==> config.mk <==
export PLATFORM = sky130hd
export DESIGN_NAME = scrr_regs
export DESIGN_NICKNAME = d
export VERILOG_FILES = /design/src/core/scrr_pkg.sv /design/src/core/scrr_regs.sv /design/src/core/scrr_vec_mod.sv
export SDC_FILE = /design/constraint.sdc
export NUM_CORES = 1
export LEC_CHECK = 0
export BUFFER_PORTS_ARGS = -buffer_cell sky130_fd_sc_hd__buf_2
export CORE_ASPECT_RATIO = 1.4
export CORE_MARGIN = 2
export CORE_UTILIZATION = 45
export CTS_CLUSTER_SIZE = 16
export DETAILED_ROUTE_END_ITERATION = 16
export PLACE_DENSITY = 0.81
export SLEW_MARGIN = 20
export SYNTH_ARGS = -nofsm -noshare
export SYNTH_HDL_FRONTEND = slang
export SYNTH_HIERARCHICAL = 1
export SYNTH_SLANG_ARGS = --single-unit
export TNS_END_PERCENT = 20
==> constraint.sdc <==
create_clock -name pclk -period 1.85 [get_ports pclk]
set_input_delay 0.185 -clock pclk [delete_from_list [all_inputs] [get_ports pclk]]
set_output_delay 0.185 -clock pclk [all_outputs]
set_load 0.1 [all_outputs]
==> src/core/scrr_pkg.sv <==
package scrr_pkg;
    // Register byte addresses (one aligned word each)
    localparam logic [7:0] ADDR_RX_STATUS   = 8'h04;
    localparam logic [7:0] ADDR_VECTOR      = 8'h08;
    localparam logic [7:0] ADDR_PENDING     = 8'h0c;
    localparam logic [7:0] ADDR_MODE_RB     = 8'h10;
    localparam logic [7:0] ADDR_VECTOR_WR   = 8'h20;
    localparam logic [7:0] ADDR_MODE_WR     = 8'h24;
    localparam logic [7:0] ADDR_EXT_CTRL    = 8'h28;
    localparam logic [7:0] ADDR_CHAN_SEL    = 8'h2c;
    localparam logic [7:0] ADDR_IRQ_STATUS  = 8'h30;
    localparam logic [7:0] ADDR_IRQ_MASK    = 8'h34;
    // Field positions
    localparam int EXT_RB_BIT       = 6;
    localparam int PEND_A_LSB       = 3;
    localparam int PEND_B_LSB       = 0;
    localparam int VEC_STAT_LSB     = 1;
    localparam int MODE_PAR_SENSE   = 1;
    localparam int MODE_SYNC_LSB    = 4;
    // Sync-mode field encodings
    localparam logic [1:0] SYNC_8BIT  = 2'h0;
    localparam logic [1:0] SYNC_16BIT = 2'h1;
    localparam logic [1:0] SYNC_FRAME = 2'h2;
    localparam logic [1:0] SYNC_EXT   = 2'h3;
    localparam logic [7:0] FLAG_PATTERN = 8'h7e;
    // Reset values
    localparam logic [7:0] RX_STATUS_RST = 8'h06;
    localparam logic [7:0] BYTE_RST      = 8'h00;
    localparam logic [3:0] IRQ_RST       = 4'h0;
endpackage : scrr_pkg

==> src/core/scrr_regs.sv <==
// Function
// - Vector read via second channel returns vector with status merged in.
// - Vector read via first channel returns the stored vector unchanged.
// - Pending summary: first channel flags bits 5..3, second channel bits 2..0.
// - Pending summary reads all zero when accessed through the second channel.
// - With bit 6 set, mode readback returns last written mode configuration.
// - Sync field: 00 8-bit, 01 16-bit, 10 framed flag, 11 external.
// - Mode readback bit 1: 0 odd parity, 1 even parity.
//
// The placing of the registers and the APB slave port are this design's own decisions.
`timescale 1ns/10ps
`default_nettype none
module scrr_regs (
    // Clock and reset
    input  wire logic        pclk,
    input  wire logic        presetn,
    // APB slave
    input  wire logic        psel,
    input  wire logic        penable,
    input  wire logic        pwrite,
    input  wire logic [7:0]  paddr,
    input  wire logic [31:0] pwdata,
    output logic      [31:0] prdata,
    output logic             pready,
    output logic             pslverr,
    // Status from the channel logic
    input  wire logic [7:0]  rx_condition_in,
    input  wire logic [5:0]  pending_flag,
    // Decoded configuration
    output logic      [1:0]  sync_mode,
    output logic             parity_even,
    // Interrupt
    output logic             irq
);
    import scrr_pkg::*;

    ////////////////////////////////////////////////////////////////////////
    logic [7:0] rx_status_reg;
    logic [7:0] vector_reg;
    logic [7:0] mode_reg;
    logic [7:0] ext_ctrl_reg;
    logic       chan_b_reg;
    logic [3:0] irq_status_reg;
    logic [3:0] irq_mask_reg;
    logic [5:0] pend_s1_reg;
    logic [5:0] pend_s2_reg;
    logic [5:0] pend_s3_reg;
    logic [5:0] pend_reg;
    logic [7:0] vector_mod;
    logic       setup;
    logic       wr_acc;
    logic       rd_acc;
    logic       mapped;
    logic [31:0] rdata_next;
    logic [3:0] irq_set;

    assign setup  = psel && !penable;
    assign wr_acc = setup && pwrite;
    assign rd_acc = setup && !pwrite;

    scrr_vec_mod u_vec (
        .vector_in  (vector_reg),
        .pending_in (pend_reg),
        .vector_out (vector_mod)
    );

    ////////////////////////////////////////////////////////////////////////
    // Pins from other logic are asynchronous: three stages, change when 2 and 3 agree
    always_ff @(posedge pclk or negedge presetn) begin
        if (!presetn) begin
            pend_s1_reg <= BYTE_RST[5:0];
            pend_s2_reg <= BYTE_RST[5:0];
            pend_s3_reg <= BYTE_RST[5:0];
        end else begin
            pend_s1_reg <= pending_flag;
            pend_s2_reg <= pend_s1_reg;
            pend_s3_reg <= pend_s2_reg;
        end
    end

    genvar g;
    generate
        for (g = 0; g < 6; g++) begin : g_pend
            // Each flag moves alone; a bit whose stages still disagree keeps its old value
            logic flag_reg;
            always_ff @(posedge pclk or negedge presetn) begin
                if (!presetn) begin
                    flag_reg <= 1'b0;
                end else if (pend_s2_reg[g] == pend_s3_reg[g]) begin
                    flag_reg <= pend_s3_reg[g];
                end
            end
            assign pend_reg[g] = flag_reg;
        end
    endgenerate

    // Receive condition status sampled each cycle; reads never clear it
    always_ff @(posedge pclk or negedge presetn) begin
        if (!presetn) begin
            rx_status_reg <= RX_STATUS_RST;
        end else begin
            rx_status_reg <= rx_condition_in;
        end
    end

    ////////////////////////////////////////////////////////////////////////
    // Write registers
    always_ff @(posedge pclk or negedge presetn) begin
        if (!presetn) begin
            vector_reg   <= BYTE_RST;
            mode_reg     <= BYTE_RST;
            ext_ctrl_reg <= BYTE_RST;
            chan_b_reg   <= 1'b0;
            irq_mask_reg <= IRQ_RST;
        end else if (wr_acc) begin
            if (paddr == ADDR_VECTOR_WR) begin
                vector_reg <= pwdata[7:0];
            end else if (paddr == ADDR_MODE_WR) begin
                mode_reg <= pwdata[7:0];
            end else if (paddr == ADDR_EXT_CTRL) begin
                ext_ctrl_reg <= pwdata[7:0];
            end else if (paddr == ADDR_CHAN_SEL) begin
                chan_b_reg <= pwdata[0];
            end else if (paddr == ADDR_IRQ_MASK) begin
                irq_mask_reg <= pwdata[3:0];
            end
        end
    end

    // Events: rx error bits rising, any pending flag rising
    logic [5:0] pend_d_reg;
    logic [3:0] rx_d_reg;
    always_ff @(posedge pclk or negedge presetn) begin
        if (!presetn) begin
            pend_d_reg <= BYTE_RST[5:0];
            rx_d_reg   <= IRQ_RST;
        end else begin
            pend_d_reg <= pend_reg;
            rx_d_reg   <= rx_status_reg[7:4];
        end
    end
    assign irq_set = {|(rx_status_reg[7:4] & ~rx_d_reg),
                      |(pend_reg[5:3] & ~pend_d_reg[5:3]),
                      |(pend_reg[2:0] & ~pend_d_reg[2:0]),
                      1'b0};

    // Set wins over a write-one-to-clear in the same cycle
    always_ff @(posedge pclk or negedge presetn) begin
        if (!presetn) begin
            irq_status_reg <= IRQ_RST;
        end else if (wr_acc && paddr == ADDR_IRQ_STATUS) begin
            irq_status_reg <= (irq_status_reg & ~pwdata[3:0]) | irq_set;
        end else begin
            irq_status_reg <= irq_status_reg | irq_set;
        end
    end

    always_ff @(posedge pclk or negedge presetn) begin
        if (!presetn) begin
            irq <= 1'b0;
        end else begin
            irq <= |(irq_status_reg & irq_mask_reg);
        end
    end

    ////////////////////////////////////////////////////////////////////////
    // Read mux: purely combinational, no side effects on any state
    always_comb begin
        rdata_next = 32'h0;
        mapped     = 1'b1;
        if (paddr == ADDR_RX_STATUS) begin
            rdata_next[7:0] = rx_status_reg;
        end else if (paddr == ADDR_VECTOR) begin
            if (chan_b_reg) begin
                rdata_next[7:0] = vector_mod;
            end else begin
                rdata_next[7:0] = vector_reg;
            end
        end else if (paddr == ADDR_PENDING) begin
            if (!chan_b_reg) begin
                rdata_next[PEND_A_LSB +: 3] = pend_reg[5:3];
                rdata_next[PEND_B_LSB +: 3] = pend_reg[2:0];
            end
            // Second channel leaves all bits zero
        end else if (paddr == ADDR_MODE_RB) begin
            if (ext_ctrl_reg[EXT_RB_BIT]) begin
                rdata_next[7:0] = mode_reg;
            end
        end else if (paddr == ADDR_VECTOR_WR) begin
            rdata_next[7:0] = vector_reg;
        end else if (paddr == ADDR_MODE_WR) begin
            rdata_next[7:0] = BYTE_RST; // Write-only; read back through mode readback
        end else if (paddr == ADDR_EXT_CTRL) begin
            rdata_next[7:0] = ext_ctrl_reg;
        end else if (paddr == ADDR_CHAN_SEL) begin
            rdata_next[0] = chan_b_reg;
        end else if (paddr == ADDR_IRQ_STATUS) begin
            rdata_next[3:0] = irq_status_reg;
        end else if (paddr == ADDR_IRQ_MASK) begin
            rdata_next[3:0] = irq_mask_reg;
        end else begin
            mapped = 1'b0;
        end
    end

    // No wait state: answer in the first access-phase cycle after setup
    always_ff @(posedge pclk or negedge presetn) begin
        if (!presetn) begin
            prdata  <= 32'h0;
            pready  <= 1'b0;
            pslverr <= 1'b0;
        end else begin
            pready  <= setup;
            pslverr <= setup && !mapped;
            if (rd_acc) begin
                prdata <= rdata_next;
            end
        end
    end

    // Decoded configuration outputs
    always_ff @(posedge pclk or negedge presetn) begin
        if (!presetn) begin
            sync_mode   <= SYNC_8BIT;
            parity_even <= 1'b0;
        end else begin
            sync_mode   <= mode_reg[MODE_SYNC_LSB +: 2];
            parity_even <= mode_reg[MODE_PAR_SENSE];
        end
    end

    ////////////////////////////////////////////////////////////////////////
    // Checks on reads, decoded outputs and interrupts; each watches only what this block drives
    logic rd_seen_reg;
    always_ff @(posedge pclk or negedge presetn) begin
        if (!presetn) begin
            rd_seen_reg <= 1'b0;
        end else begin
            rd_seen_reg <= rd_acc;
        end
    end

    // Bus timing
    ready_after_setup_a: assert property (
        @(posedge pclk) disable iff (!presetn)
        setup |=> pready)
        else $error("no answer in the cycle after setup");
    err_with_ready_a: assert property (
        @(posedge pclk) disable iff (!presetn)
        pslverr |-> pready)
        else $error("error flag without ready");
    unmapped_zero_a: assert property (
        @(posedge pclk) disable iff (!presetn)
        rd_acc && !mapped |=> prdata == 32'h0 && pslverr)
        else $error("unmapped read returned data");
    mode_wr_hidden_a: assert property (
        @(posedge pclk) disable iff (!presetn)
        rd_acc && paddr == ADDR_MODE_WR |=> prdata == 32'h0)
        else $error("mode write register read back directly");

    // Pending summary
    pend_b_zero_a: assert property (
        @(posedge pclk) disable iff (!presetn)
        rd_acc && paddr == ADDR_PENDING && chan_b_reg |=> prdata == 32'h0)
        else $error("pending summary nonzero via second channel");
    pend_a_map_a: assert property (
        @(posedge pclk) disable iff (!presetn)
        rd_acc && paddr == ADDR_PENDING && !chan_b_reg
        |=> prdata[5:0] == $past(pend_reg) && prdata[31:6] == 26'h0)
        else $error("pending summary layout wrong");
    pend_settle_a: assert property (
        @(posedge pclk) disable iff (!presetn)
        ((pend_reg ^ $past(pend_reg)) & $past(pend_s2_reg ^ pend_s3_reg)) == 6'h00)
        else $error("pending flag taken before its stages agreed");

    // Interrupt vector
    vec_raw_a: assert property (
        @(posedge pclk) disable iff (!presetn)
        rd_acc && paddr == ADDR_VECTOR && !chan_b_reg |=> prdata[7:0] == $past(vector_reg))
        else $error("first channel vector modified");
    vec_mod_a: assert property (
        @(posedge pclk) disable iff (!presetn)
        rd_acc && paddr == ADDR_VECTOR && chan_b_reg && pend_reg[5]
        |=> prdata[3:1] == 3'h6 && prdata[7:4] == $past(vector_reg[7:4]))
        else $error("second channel vector lacks status");
    vec_idle_code_a: assert property (
        @(posedge pclk) disable iff (!presetn)
        rd_acc && paddr == ADDR_VECTOR && chan_b_reg && pend_reg == 6'h00
        |=> prdata[3:1] == 3'h3 && prdata[0] == $past(vector_reg[0]))
        else $error("idle code missing from second channel vector");
    vec_low_code_a: assert property (
        @(posedge pclk) disable iff (!presetn)
        rd_acc && paddr == ADDR_VECTOR && chan_b_reg && pend_reg == 6'h01
        |=> prdata[3:1] == 3'h1)
        else $error("lowest source code wrong in second channel vector");

    // Mode readback and decoded configuration
    mode_gate_a: assert property (
        @(posedge pclk) disable iff (!presetn)
        rd_acc && paddr == ADDR_MODE_RB && !ext_ctrl_reg[EXT_RB_BIT] |=> prdata == 32'h0)
        else $error("mode readback visible while disabled");
    mode_rb_a: assert property (
        @(posedge pclk) disable iff (!presetn)
        rd_acc && paddr == ADDR_MODE_RB && ext_ctrl_reg[EXT_RB_BIT]
        |=> prdata[7:0] == $past(mode_reg) && prdata[31:8] == 24'h0)
        else $error("mode readback mismatch");
    sync_field_a: assert property (
        @(posedge pclk) disable iff (!presetn)
        $changed(mode_reg) |=> ##1 sync_mode == $past(mode_reg[5:4], 2))
        else $error("sync mode field not decoded");
    sync_frame_a: assert property (
        @(posedge pclk) disable iff (!presetn)
        mode_reg[MODE_SYNC_LSB +: 2] == SYNC_FRAME |=> sync_mode == SYNC_FRAME)
        else $error("framed sync mode not decoded");
    parity_sense_a: assert property (
        @(posedge pclk) disable iff (!presetn)
        ##1 parity_even == $past(mode_reg[MODE_PAR_SENSE]))
        else $error("parity sense wrong");

    // Reads have no side effects, so interrupt status keeps its history until software clears it
    read_stable_a: assert property (
        @(posedge pclk) disable iff (!presetn)
        rd_seen_reg |-> $stable(vector_reg) && $stable(mode_reg) && $stable(ext_ctrl_reg)
            && $stable(chan_b_reg) && $stable(irq_mask_reg))
        else $error("read altered stored state");
    irq_read_keep_a: assert property (
        @(posedge pclk) disable iff (!presetn)
        rd_acc && paddr == ADDR_IRQ_STATUS
        |=> (irq_status_reg & $past(irq_status_reg)) == $past(irq_status_reg))
        else $error("reading interrupt status cleared a bit");
    rx_follow_a: assert property (
        @(posedge pclk) disable iff (!presetn)
        ##1 rx_status_reg == $past(rx_condition_in))
        else $error("receive status not refreshed from the channel");

    // Interrupt status and output
    set_wins_a: assert property (
        @(posedge pclk) disable iff (!presetn)
        irq_set != 4'h0 |=> (irq_status_reg & $past(irq_set)) == $past(irq_set))
        else $error("interrupt event lost to a clear");
    irq_level_a: assert property (
        @(posedge pclk) disable iff (!presetn)
        ##1 irq == $past(|(irq_status_reg & irq_mask_reg)))
        else $error("interrupt output does not follow masked status");
endmodule : scrr_regs
`default_nettype wire

==> src/core/scrr_vec_mod.sv <==
`timescale 1ns/10ps
`default_nettype none
// Folds the highest-priority pending source into vector bits 3:1
module scrr_vec_mod (
    // Inputs
    input  wire logic [7:0] vector_in,
    input  wire logic [5:0] pending_in,
    // Result
    output logic      [7:0] vector_out
);
    import scrr_pkg::*;
    logic [2:0] code;
    always_comb begin
        code = 3'h3;
        if (pending_in[5])      code = 3'h6;
        else if (pending_in[4]) code = 3'h4;
        else if (pending_in[3]) code = 3'h5;
        else if (pending_in[2]) code = 3'h2;
        else if (pending_in[1]) code = 3'h0;
        else if (pending_in[0]) code = 3'h1;
        vector_out = {vector_in[7:4], code, vector_in[0]};
    end
endmodule : scrr_vec_mod
`default_nettype wire

==> results.md, run 1 <==
- Status: finished clean
- DIE WIDTH: roughly 83 µm
- RSZ-0062 raised after global routing: no
- CTS tree: built
- Worst R2R Setup Slack: between 300 and 400 ps
- Hold Startpoint: pwdata[6]
- I/O pins: 97
- Core Region: 0.00851 mm²
- CTS max path bufs: 2
- Cts bufs inserted: 9
- Final Hold Slack: 86.4 ps
- MaxCap Viol Count: 0
- Asr flop ratio synth: 100%
- Die H: about 110 µm
- Largest net degree at the start of global routing: 41
- Startpoint types: primary input
- Post-layout util: a little under three fifths
- Syn avg cell area: 11.6 µm²
- Top FF cell, synth: dfrtp_1
- Drc violations: 0
- Register area: 0.00223 mm²
- Die Footprint: about 0.0095 mm²
- Area of the multi-input gates: 0.00147 mm²
- Hold Path Cell Cnt: 3
- Crit path capture type: register
- Hold Crit Class: primary input to register
- Routability cong.: ~0.94
- Share of layout cells above drive strength 1: 31.1%
- Final worst-path cycle share: 86.7%
- CP max FO: 5
- I/O Buffers: 48
- Sequential area share after synthesis: approximately 57%
- Critical path arrival: 1830 ps
- Crit path kind: primary input to register
- Hpwl dp: 6580 µm
- Post-synth cell types: 47
- Vias in the first global route: 2,828
- Synthesized cell area: 0.00392 mm²
- Power Density: 943 mW/mm²
- Yosys top cell area share: a little under three fifths
- Via count: 2,851
- RR Endpoint: prdata[3]
- Synthesized instance count: 338
- Cells on worst reg2reg path: 5
- Layout Cells excl Fill: 533
- Detail Route Antenna Nets: 0
- Initial antenna violation count: 0
- Num Clock Sinks: 89
- Clock latency on the worst-skew pair: 340 ps
- Critical R2R Launch: g_pend[4].flag_reg
- Endpoints failing setup: 0
- Final Skew: 5.14 ps
- Tot Pwr: 0.00454 W
- Post-DP Area: about 0.0044 mm²
- Routed wire length: roughly 8600 µm
- Design Area, Final: between 0.004 and 0.005 mm²
- Largest area contributor in the netlist: dfrtp_1
- Count leader, synth: dfrtp_1
- Row count: 40
- Drt via density: 5.35
- # nets final: approximately 480
- Yosys reg bits: 89
- Diodes inserted: 0
- Root Driver: clkbuf_16
- H-tree Lvls: 3
- Commonest cells post-synth: 87 x dfrtp_1, 30 x mux2_2, 29 x buf_4, 27 x a21oi_1, 19 x o21ai_0
- GR Overflow Total: 0
- # fillers: 694
- Lkg Pwr: roughly 2.3 nW
- First-pass GRT wire length: 14,000 µm
- Clock transition at path regs: 60 ps
- Fin crit period: between 1500 and 2000 ps
- TritonRoute pass-1 iters: 4
- Final hold viol count: 0
- Wire length per cell: roughly 16 µm
- Synth warnings: 6
- Area growth from synthesis to final layout: 22.7%
- EDFF count, synth: 0
- Total track usage: 19.3%
- Worst Hold Endpoint: ext_ctrl_reg[6]
- Starting Density: 46.1%
- Post-Place Cells: between 500 and 600
- DRT iter0 DRCs: 171
- Worst VDD drop: between 500 and 600 µV
- F_max: 624 MHz
- Final Slew Violations: 0
- Area contributors post-synth: dfrtp_1 56%, mux2_2 8.6%, buf_4 5.6%
- CP Data Required Time: 2080 ps
==> where the power goes <==
part	leakage [nW]	internal, W	switching [W]
logic	0.988	0.000146	0.000491
clock network	0.152	0.00106	0.000756
registers	1.11	0.00203	0.0000581
==> cell type report <==
class | instances | area share, %
Clock buffer | 9 | 4.68
Clock inverter | 7 | 1.61
Inverter | 11 | 0.858
Multi-Input combinational cell | 218 | 30.6
Sequential cell | 89 | 46.3
Tap cell | 105 | 2.73
Timing Repair Buffer | 94 | 13.3
==> routing by layer <==
metal / vias to the layer above / wire, µm / global-route usage [%]
met5: - / 0 / 0
met4: 0 / 320 / 10.8
met3: 24 / 451 / 4.61
met2: 97 / 4450 / 32.7
met1: 1393 / 3410 / 22.5
li1: 1337 / - / -
==> worst max-delay path by stage <==
stage                     startpoint           endpoint  slack, ps  cells past startpoint
after floorplan             paddr[4]        mode_reg[0]        160                      5
after global placement      paddr[1]  irq_status_reg[3]        -80                      5
after detailed placement    paddr[1]  irq_status_reg[1]       -100                      5
after CTS                   paddr[1]  irq_status_reg[3]        260                      5
after global routing        paddr[1]  irq_status_reg[3]        230                      5
final                       paddr[1]  irq_status_reg[3]        250                      5
==> stage by stage <==
stage	worst slack [ps]	TNS, ps
finish	246	0
global route	231	0
CTS	255	0
detailed placement	-98.6	-638
global placement	-83.8	-495
floorplan	157	0
==> layout by cell type, fill, tap and decap left out, types with 2 or more instances in the layout <==
cell type      count
and3_1             6
nor2b_1            5
nand4_1            3
clkbuf_16          9
inv_1             11
nand2_1           12
o31ai_1            2
nor3_1             3
nand2b_1           2
clkinv_4           2
mux2_2            30
a21oi_1           27
o21ai_0           19
nor4_1             3
nor2_1            11
o22ai_1            7
dlygate4sd3_1     15
maj3_1             6
a31oi_1            2
buf_2             47
nor2_2             2
nand3_1           10
dfstp_2            2
buf_4             31
or4_1              3
conb_1            24
a211o_1            3
a221oi_1           3
a21o_1             2
clkinv_2           2
dfrtp_1           87
a211oi_1           3
mux2i_1           11
or3_1              2
a22oi_1            2
==> critical path, cell delays in order <==
cell,delay [ps]
buf_2,110
or4_1,670
nor4_4,470
nand2_1,100
a211o_1,300
==> cells by family after synthesis <==
family	synth area share [%]
AOI/OAI and AO/OA	11.8
adders and majority gates	1.53
and+or+nand+nor	10.3
buffers and inverters	8.01
muxes	11.4
DFF	56.8
other	0.0956
==> timing repair <==
action | in CTS | in global routing
gates resized for setup | 0 | 0
endpoints found under the hold margin | 43 | 0
hold buffers | 15 | 0
buffers inserted | 0 | 0
setup endpoints to repair | 0 | 0
Power figures use the tool's default switching activity.
==> inputs of run 2 (changes only) <==
--- a/config.mk
+++ b/config.mk
@@ -9,6 +9,7 @@
 export CORE_ASPECT_RATIO = 1.4
 export CORE_MARGIN = 2
 export CORE_UTILIZATION = 45
+export CTS_BUF_LIST = sky130_fd_sc_hd__clkbuf_8
 export CTS_CLUSTER_SIZE = 16
 export DETAILED_ROUTE_END_ITERATION = 16
 export PLACE_DENSITY = 0.81
==> run 2 against run 1 <==
- clock-buffer cell count unchanged
- via count increased by 0.28%
- non-clock buffer count unchanged
- largest cell class unchanged
==> results.md, run 2 (synthesis gave the netlist of run 1 again) <==
- Die H: 114 µm (unchanged)
- CTS resizes: 0 (unchanged)
- CP max FO: 5 (unchanged)
- CP Data Required Time: 2110 ps (+30 ps)
- RSZ-0062 raised after global routing: no
- Wire length per cell: 16.2 µm (+0.25%)
- # fillers: 706 (+1.7%)
- Root Driver: clkbuf_8
- # nets final: 482 (unchanged)
- H-tree Lvls: 3 (unchanged)
- Hold Startpoint: pwdata[6]
- GR Overflow Total: 0 (unchanged)
- Die Footprint: 0.00949 mm² (unchanged)
- Routability cong.: 0.942 (unchanged)
- Area growth from synthesis to final layout: 20.2%
- Clock transition at path regs: 90 ps (+30 ps)
- Power Density: 864 mW/mm² (-8.5%)
- Design Area, Final: 0.00471 mm² (-2.1%)
- Starting Density: 46.1% (unchanged)
- Met2 Use GR: 31.7% (-1.0 points)
- Endpoints failing setup: 0 (unchanged)
- Hold Crit Class: primary input to register
- Row count: 40 (unchanged)
- Worst Hold Endpoint: ext_ctrl_reg[6]
- CTS max path bufs: 2 (unchanged)
- Layout Cells excl Fill: 533 (unchanged)
- F_max: 640 MHz (+2.7%)
- I/O Buffers: 48 (unchanged)
- DIE WIDTH: 82.9 µm (unchanged)
- Final hold viol count: 0 (unchanged)
- Critical path arrival: 1820 ps (about the same)
- GR Layer Usage met3: 4.61% (unchanged)
- Clock latency on the worst-skew pair: 370 ps (+30 ps)
- Core Region: 0.00851 mm² (unchanged)
- CTS tree: built
- Final Slew Violations: 0 (unchanged)
- Commonest non-fill, non-tap cell in the layout: dfrtp_1
- I/O pins: 97 (unchanged)
- Met1 track demand over resource: 22.3% (-0.29 points)
- Fin crit period: 1560 ps (-41.9 ps)
- Drt via density: 5.36 (+0.28%)
- Via count: 2,859 (+0.28%)
- Drc violations: 0 (unchanged)
- Post-DP Area: 0.00436 mm² (unchanged)
- Num Clock Sinks: 89 (unchanged)
- Routed wire length: 8650 µm (+0.25%)
- First-pass GRT wire length: 14,000 µm (-0.39%)
- Cells on worst reg2reg path: 5 (unchanged)
- Busiest grt layer: met2
- Crit path kind: primary input to register
- Share of layout cells above drive strength 1: 31.1% (unchanged)
- Hpwl dp: 6580 µm (unchanged)
- Final Skew: 7.28 ps (+2.13 ps)
- Largest net degree at the start of global routing: 41 (unchanged)
- Worst VDD drop: 561 µV (-5.0%)
- Vias in the first global route: 2,834 (+0.21%)
- RR Endpoint: prdata[3]
- Status: finished clean
- Tot Pwr: 0.00407 W (-10%)
- Crit path capture type: register
- Lkg Pwr: 2.21 nW (-2.0%)
- Final worst-path cycle share: 84.4% (-2.3 points)
- Post-CTS Setup Bufs: 0 (unchanged)
- Worst R2R Setup Slack: 330 ps (-20 ps)
- Post-Place Cells: 502 (unchanged)
- Critical R2R Launch: g_pend[4].flag_reg
- # hold bufs at CTS: 15 (unchanged)
- Slack of the critical path: 288 ps (+41.9 ps)
- Dpl ws: -98.6 ps (unchanged)
- Most frequent cells in the layout: 87 x dfrtp_1, 47 x buf_2, 31 x buf_4, 30 x mux2_2, 27 x a21oi_1
- TritonRoute pass-1 iters: 4 (unchanged)
- MaxCap Viol Count: 0 (unchanged)
- Cts bufs inserted: 9 (unchanged)
- Hold Path Cell Cnt: 3 (unchanged)
- Diodes inserted: 0 (unchanged)
- DRT iter0 DRCs: 179 (+4.7%)
- Detail Route Antenna Nets: 0 (unchanged)
- Total track usage: 19.3% (-0.031 points)
- Startpoint types: primary input
- Initial antenna violation count: 0 (unchanged)
-- run 2: worst max-delay path: stages --
cell and delay (ps):
buf_2 110, or4_1 670, nor4_4 450, nand2_1 100
a211o_1 300
-- run 2: layout make-up --
class | instances | area (µm²) | share of cell area [%]
Sequential cell | 89 | 2230 | 47.3
Multi-Input combinational cell | 218 | 1470 | 31.2
Timing Repair Buffer | 94 | 638 | 13.5
Tap cell | 105 | 131 | 2.79
Clock buffer | 9 | 124 | 2.63
Clock inverter | 7 | 77.6 | 1.65
Inverter | 11 | 41.3 | 0.876
-- run 2: routing by layer --
metal  part of all wire [%]  wire length [µm]
met5                      0                 0
met3                    4.9               428
met1                     40              3460
met2                     50              4330
met4                    5.1               443
-- run 2: worst max path at each step --
| stage | startpoint | end | slack, ps | cells after the start |
|---|---|---|---|---|
| floorplan | paddr[4] | mode_reg[0] | 160 | 5 |
| global placement | paddr[1] | irq_status_reg[3] | -80 | 5 |
| detailed placement | paddr[1] | irq_status_reg[1] | -100 | 5 |
| CTS | paddr[1] | irq_status_reg[3] | 300 | 5 |
| global route | g_pend[4].flag_reg | prdata[3] | 270 | 5 |
| finish | paddr[1] | irq_status_reg[3] | 290 | 5 |
-- run 2: metrics by stage --
step                utilization (%)  setup TNS [ps]  hold slack, ps
global route                   55.4               0            73.1
floorplan                         -               0            -111
detailed placement             51.3            -638             139
finish                         55.4               0            54.4
global placement               51.3            -495             127
CTS                            55.4               0            38.7
-- run 2: where the power goes --
group	leakage, nW	internal [W]	switching, W	total, W
Sequential	1.11	0.00203	0.0000582	0.00209
Clock	0.105	0.000637	0.000708	0.00135
Combinational	0.988	0.000146	0.000491	0.000637
==> inputs of run 3 (changes only) <==
--- a/config.mk
+++ b/config.mk
@@ -12,7 +12,7 @@
 export CTS_BUF_LIST = sky130_fd_sc_hd__clkbuf_8
 export CTS_CLUSTER_SIZE = 16
 export DETAILED_ROUTE_END_ITERATION = 16
-export PLACE_DENSITY = 0.81
+export PLACE_DENSITY = 0.84
 export SLEW_MARGIN = 20
 export SYNTH_ARGS = -nofsm -noshare
 export SYNTH_HDL_FRONTEND = slang
==> constraint.sdc (replaced) <==
create_clock -name pclk -period 1.3 [get_ports pclk]
set_input_delay 0.13 -clock pclk [delete_from_list [all_inputs] [get_ports pclk]]
set_output_delay 0.13 -clock pclk [all_outputs]
set_load 0.1 [all_outputs]
==> run 3 against run 2 <==
- largest power group unchanged
- via count grew 8.7%
- the flow now finishes with violations (setup timing)
- clock-buffer cell count grew 2
- global-route usage grew 2.6 points
- first-iteration DRC count grew 47%
==> results.md, run 3 (synthesis gave the netlist of run 1 again) <==
- CP bufs+invs: 3 (+2)
- Clock power frac: 32.8% (-0.3 points)
- Logic pwr share: 18.0% (+2.3 points)
- Detail Route Antenna Nets: 0 (unchanged)
- Die Footprint: 0.00949 mm² (unchanged)
- Worst VDD drop: 669 µV (+19%)
- Net switching power: 0.00182 W (+44%)
- Commonest non-fill, non-tap cell in the layout: dfrtp_1
- Internal: 0.00420 W (+49%)
- CTS max path bufs: 2 (unchanged)
- RSZ-0062 raised after global routing: yes
- Drt via density: 5.58 (+4.1%)
- Final Slew Violations: 0 (unchanged)
- Wire length per cell: 18.2 µm (+12%)
- Starting Density: 46.1% (unchanged)
- Crit path kind: primary input to register
- DIE WIDTH: 82.9 µm (unchanged)
- Core Region: 0.00851 mm² (unchanged)
- MaxCap Viol Count: 0 (unchanged)
- Slack of the critical path: -56.8 ps (-345 ps)
- Final Hold Slack: 28.3 ps (-26.1 ps)
- CTS tree: built
- Crit-path cells: buf_2, or4_4, buf_6, nor3_2, buf_4, o2bb2ai_1, a211oi_2, o21ai_1
- Via count: 3,109 (+8.7%)
- Share of layout cells above drive strength 1: 39.2% (+8.1 points)
- Diodes inserted: 0 (unchanged)
- CP Data Required Time: 1600 ps (-510 ps)
- Met1 Routed Length: 3650 µm (+5.6%)
- Startpoint types: primary input
- Crit path max-delay family: simple AND/OR/NAND/NOR gates
- Final hold viol count: 0 (unchanged)
- Failing checks: setup timing
- Setup TNS: -355 ps (-355 ps)
- Row count: 40 (unchanged)
- Num Clock Sinks: 89 (unchanged)
- First-pass GRT wire length: 15,700 µm (+13%)
- Power Density: 1160 mW/mm² (+34%)
- DRT iter0 DRCs: 264 (+47%)
- Clock transition at path regs: 90 ps (about the same)
- Routability cong.: 0.947 (+0.54%)
- Area growth from synthesis to final layout: 32.0%
- Cts bufs inserted: 9 (unchanged)
- Met2 routed WL: 5240 µm (+21%)
- Final Skew: 11.7 ps (+4.42 ps)
- F_max: about 740 MHz
- Final worst-path cycle share: 104%
- I/O Buffers: 48 (unchanged)
- Largest net degree at the start of global routing: 43 (+4.9%)
- Endpoints failing setup: 12 (+12)
- Fin crit period: 1360 ps
- TritonRoute pass-1 iters: 5 (+1)
- Max layer used: met4
- # fillers: 653 (-7.5%)
- Critical path arrival: 1650 ps (-170 ps)
- Root Driver: clkbuf_8
- Hold Crit Class: primary input to register
- Lkg Pwr: 2.38 nW (+7.6%)
- Most frequent cells in the layout: 87 x dfrtp_1, 52 x buf_4, 38 x buf_2, 24 x conb_1, 23 x a21oi_1
- Slowest CP cell: or4_4
- I/O pins: 97 (unchanged)
- GR Overflow Total: 0 (unchanged)
- Drc violations: 0 (unchanged)
- Initial antenna violation count: 0 (unchanged)
- Status: complete, but fails checks
- CP max FO: 5 (unchanged)
- Met3 routed WL: 488 µm (+14%)
- Hpwl dp: 7340 µm (+11%)
- Total track usage: 21.8% (+2.6 points)
- Routed wire length: 10,200 µm (+17%)
- Net Sw Frac: 30.2% (-0.70 points)
- Die H: 114 µm (unchanged)
- Clock latency on the worst-skew pair: 360 ps (about the same)
- CP peak stage delay: 510 ps (-160 ps)
- Sequential share of power: 49.2% (-2.1 points)
- Crit path capture type: register
- # nets final: 506 (+5.0%)
- Vias in the first global route: 3,237 (+14%)
- H-tree Lvls: 3 (unchanged)
run 3: worst paths after layout:
| path | start | to | slack [ps] | cells after the start |
|---|---|---|---|---|
| min in group asynchronous | presetn | pend_s2_reg[0] | 190 | 2 |
| max in group asynchronous | presetn | rx_status_reg[1] | 540 | 3 |
| worst min-delay path | pwdata[6] | ext_ctrl_reg[6] | 30 | 3 |
| worst max-delay path | paddr[0] | prdata[2] | -60 | 8 |
| worst min register to register | pend_s1_reg[0] | pend_s2_reg[0] | 350 | 0 |
| worst max register to register | g_pend[2].flag_reg | prdata[1] | -50 | 7 |
run 3: power by group through the flow:
stage                     Combinational [W]  Sequential (W)  Clock [W]
final                               0.00108         0.00296    0.00197
after global routing                0.00114         0.00297    0.00216
after CTS                           0.00106         0.00295    0.00203
after detailed placement           0.000986         0.00301          0
after global placement             0.000970         0.00300          0
after floorplan                    0.000544         0.00316          0
run 3: what timing repair did:
| action | CTS | global route |
|---|---|---|
| setup buffers | 0 | 3 |
| endpoints found under the hold margin | 101 | 0 |
| hold buffers | 15 | 0 |
| gates cloned | 0 | 0 |
| gates resized for setup | 29 | 22 |
| pin swaps | 18 | 17 |
| endpoints found under the setup margin | 30 | 30 |
run 3: per-layer routing:
layer / GRT usage, % / vias to the layer above
met5: 0 / -
met2: 38.8 / 156
met4: 18.3 / 0
met3: 4.47 / 53
met1: 21.8 / 1524
li1: - / 1376
run 3: layout make-up:
type                            count  area [µm²]  share of cell area (%)
Clock inverter                      5        62.6                    1.21
Inverter                           11        41.3                   0.798
Clock buffer                       11         151                    2.92
Sequential cell                    89        2230                    43.1
Tap cell                          105         131                    2.54
Timing Repair Buffer              118         908                    17.5
Multi-Input combinational cell    218        1650                    31.9
run 3: per-stage QoR:
stage	area (µm²)	std cells	util (%)	power [W]	setup slack (ps)
2_1_floorplan	4080	361	-	0.00370	-306
3_3_place_gp	4600	523	54.1	0.00397	-510
3_5_place_dp	4600	523	54.1	0.00399	-558
4_1_cts	5070	554	59.6	0.00604	-65.3
5_1_grt	5180	557	60.8	0.00626	-140
6_report	5180	557	60.8	0.00601	-56.8
run 3: tightest hold or removal path, cell delays in order:
cell	delay (ps)
buf_2	100
nand2_1	50
o21ai_0	70
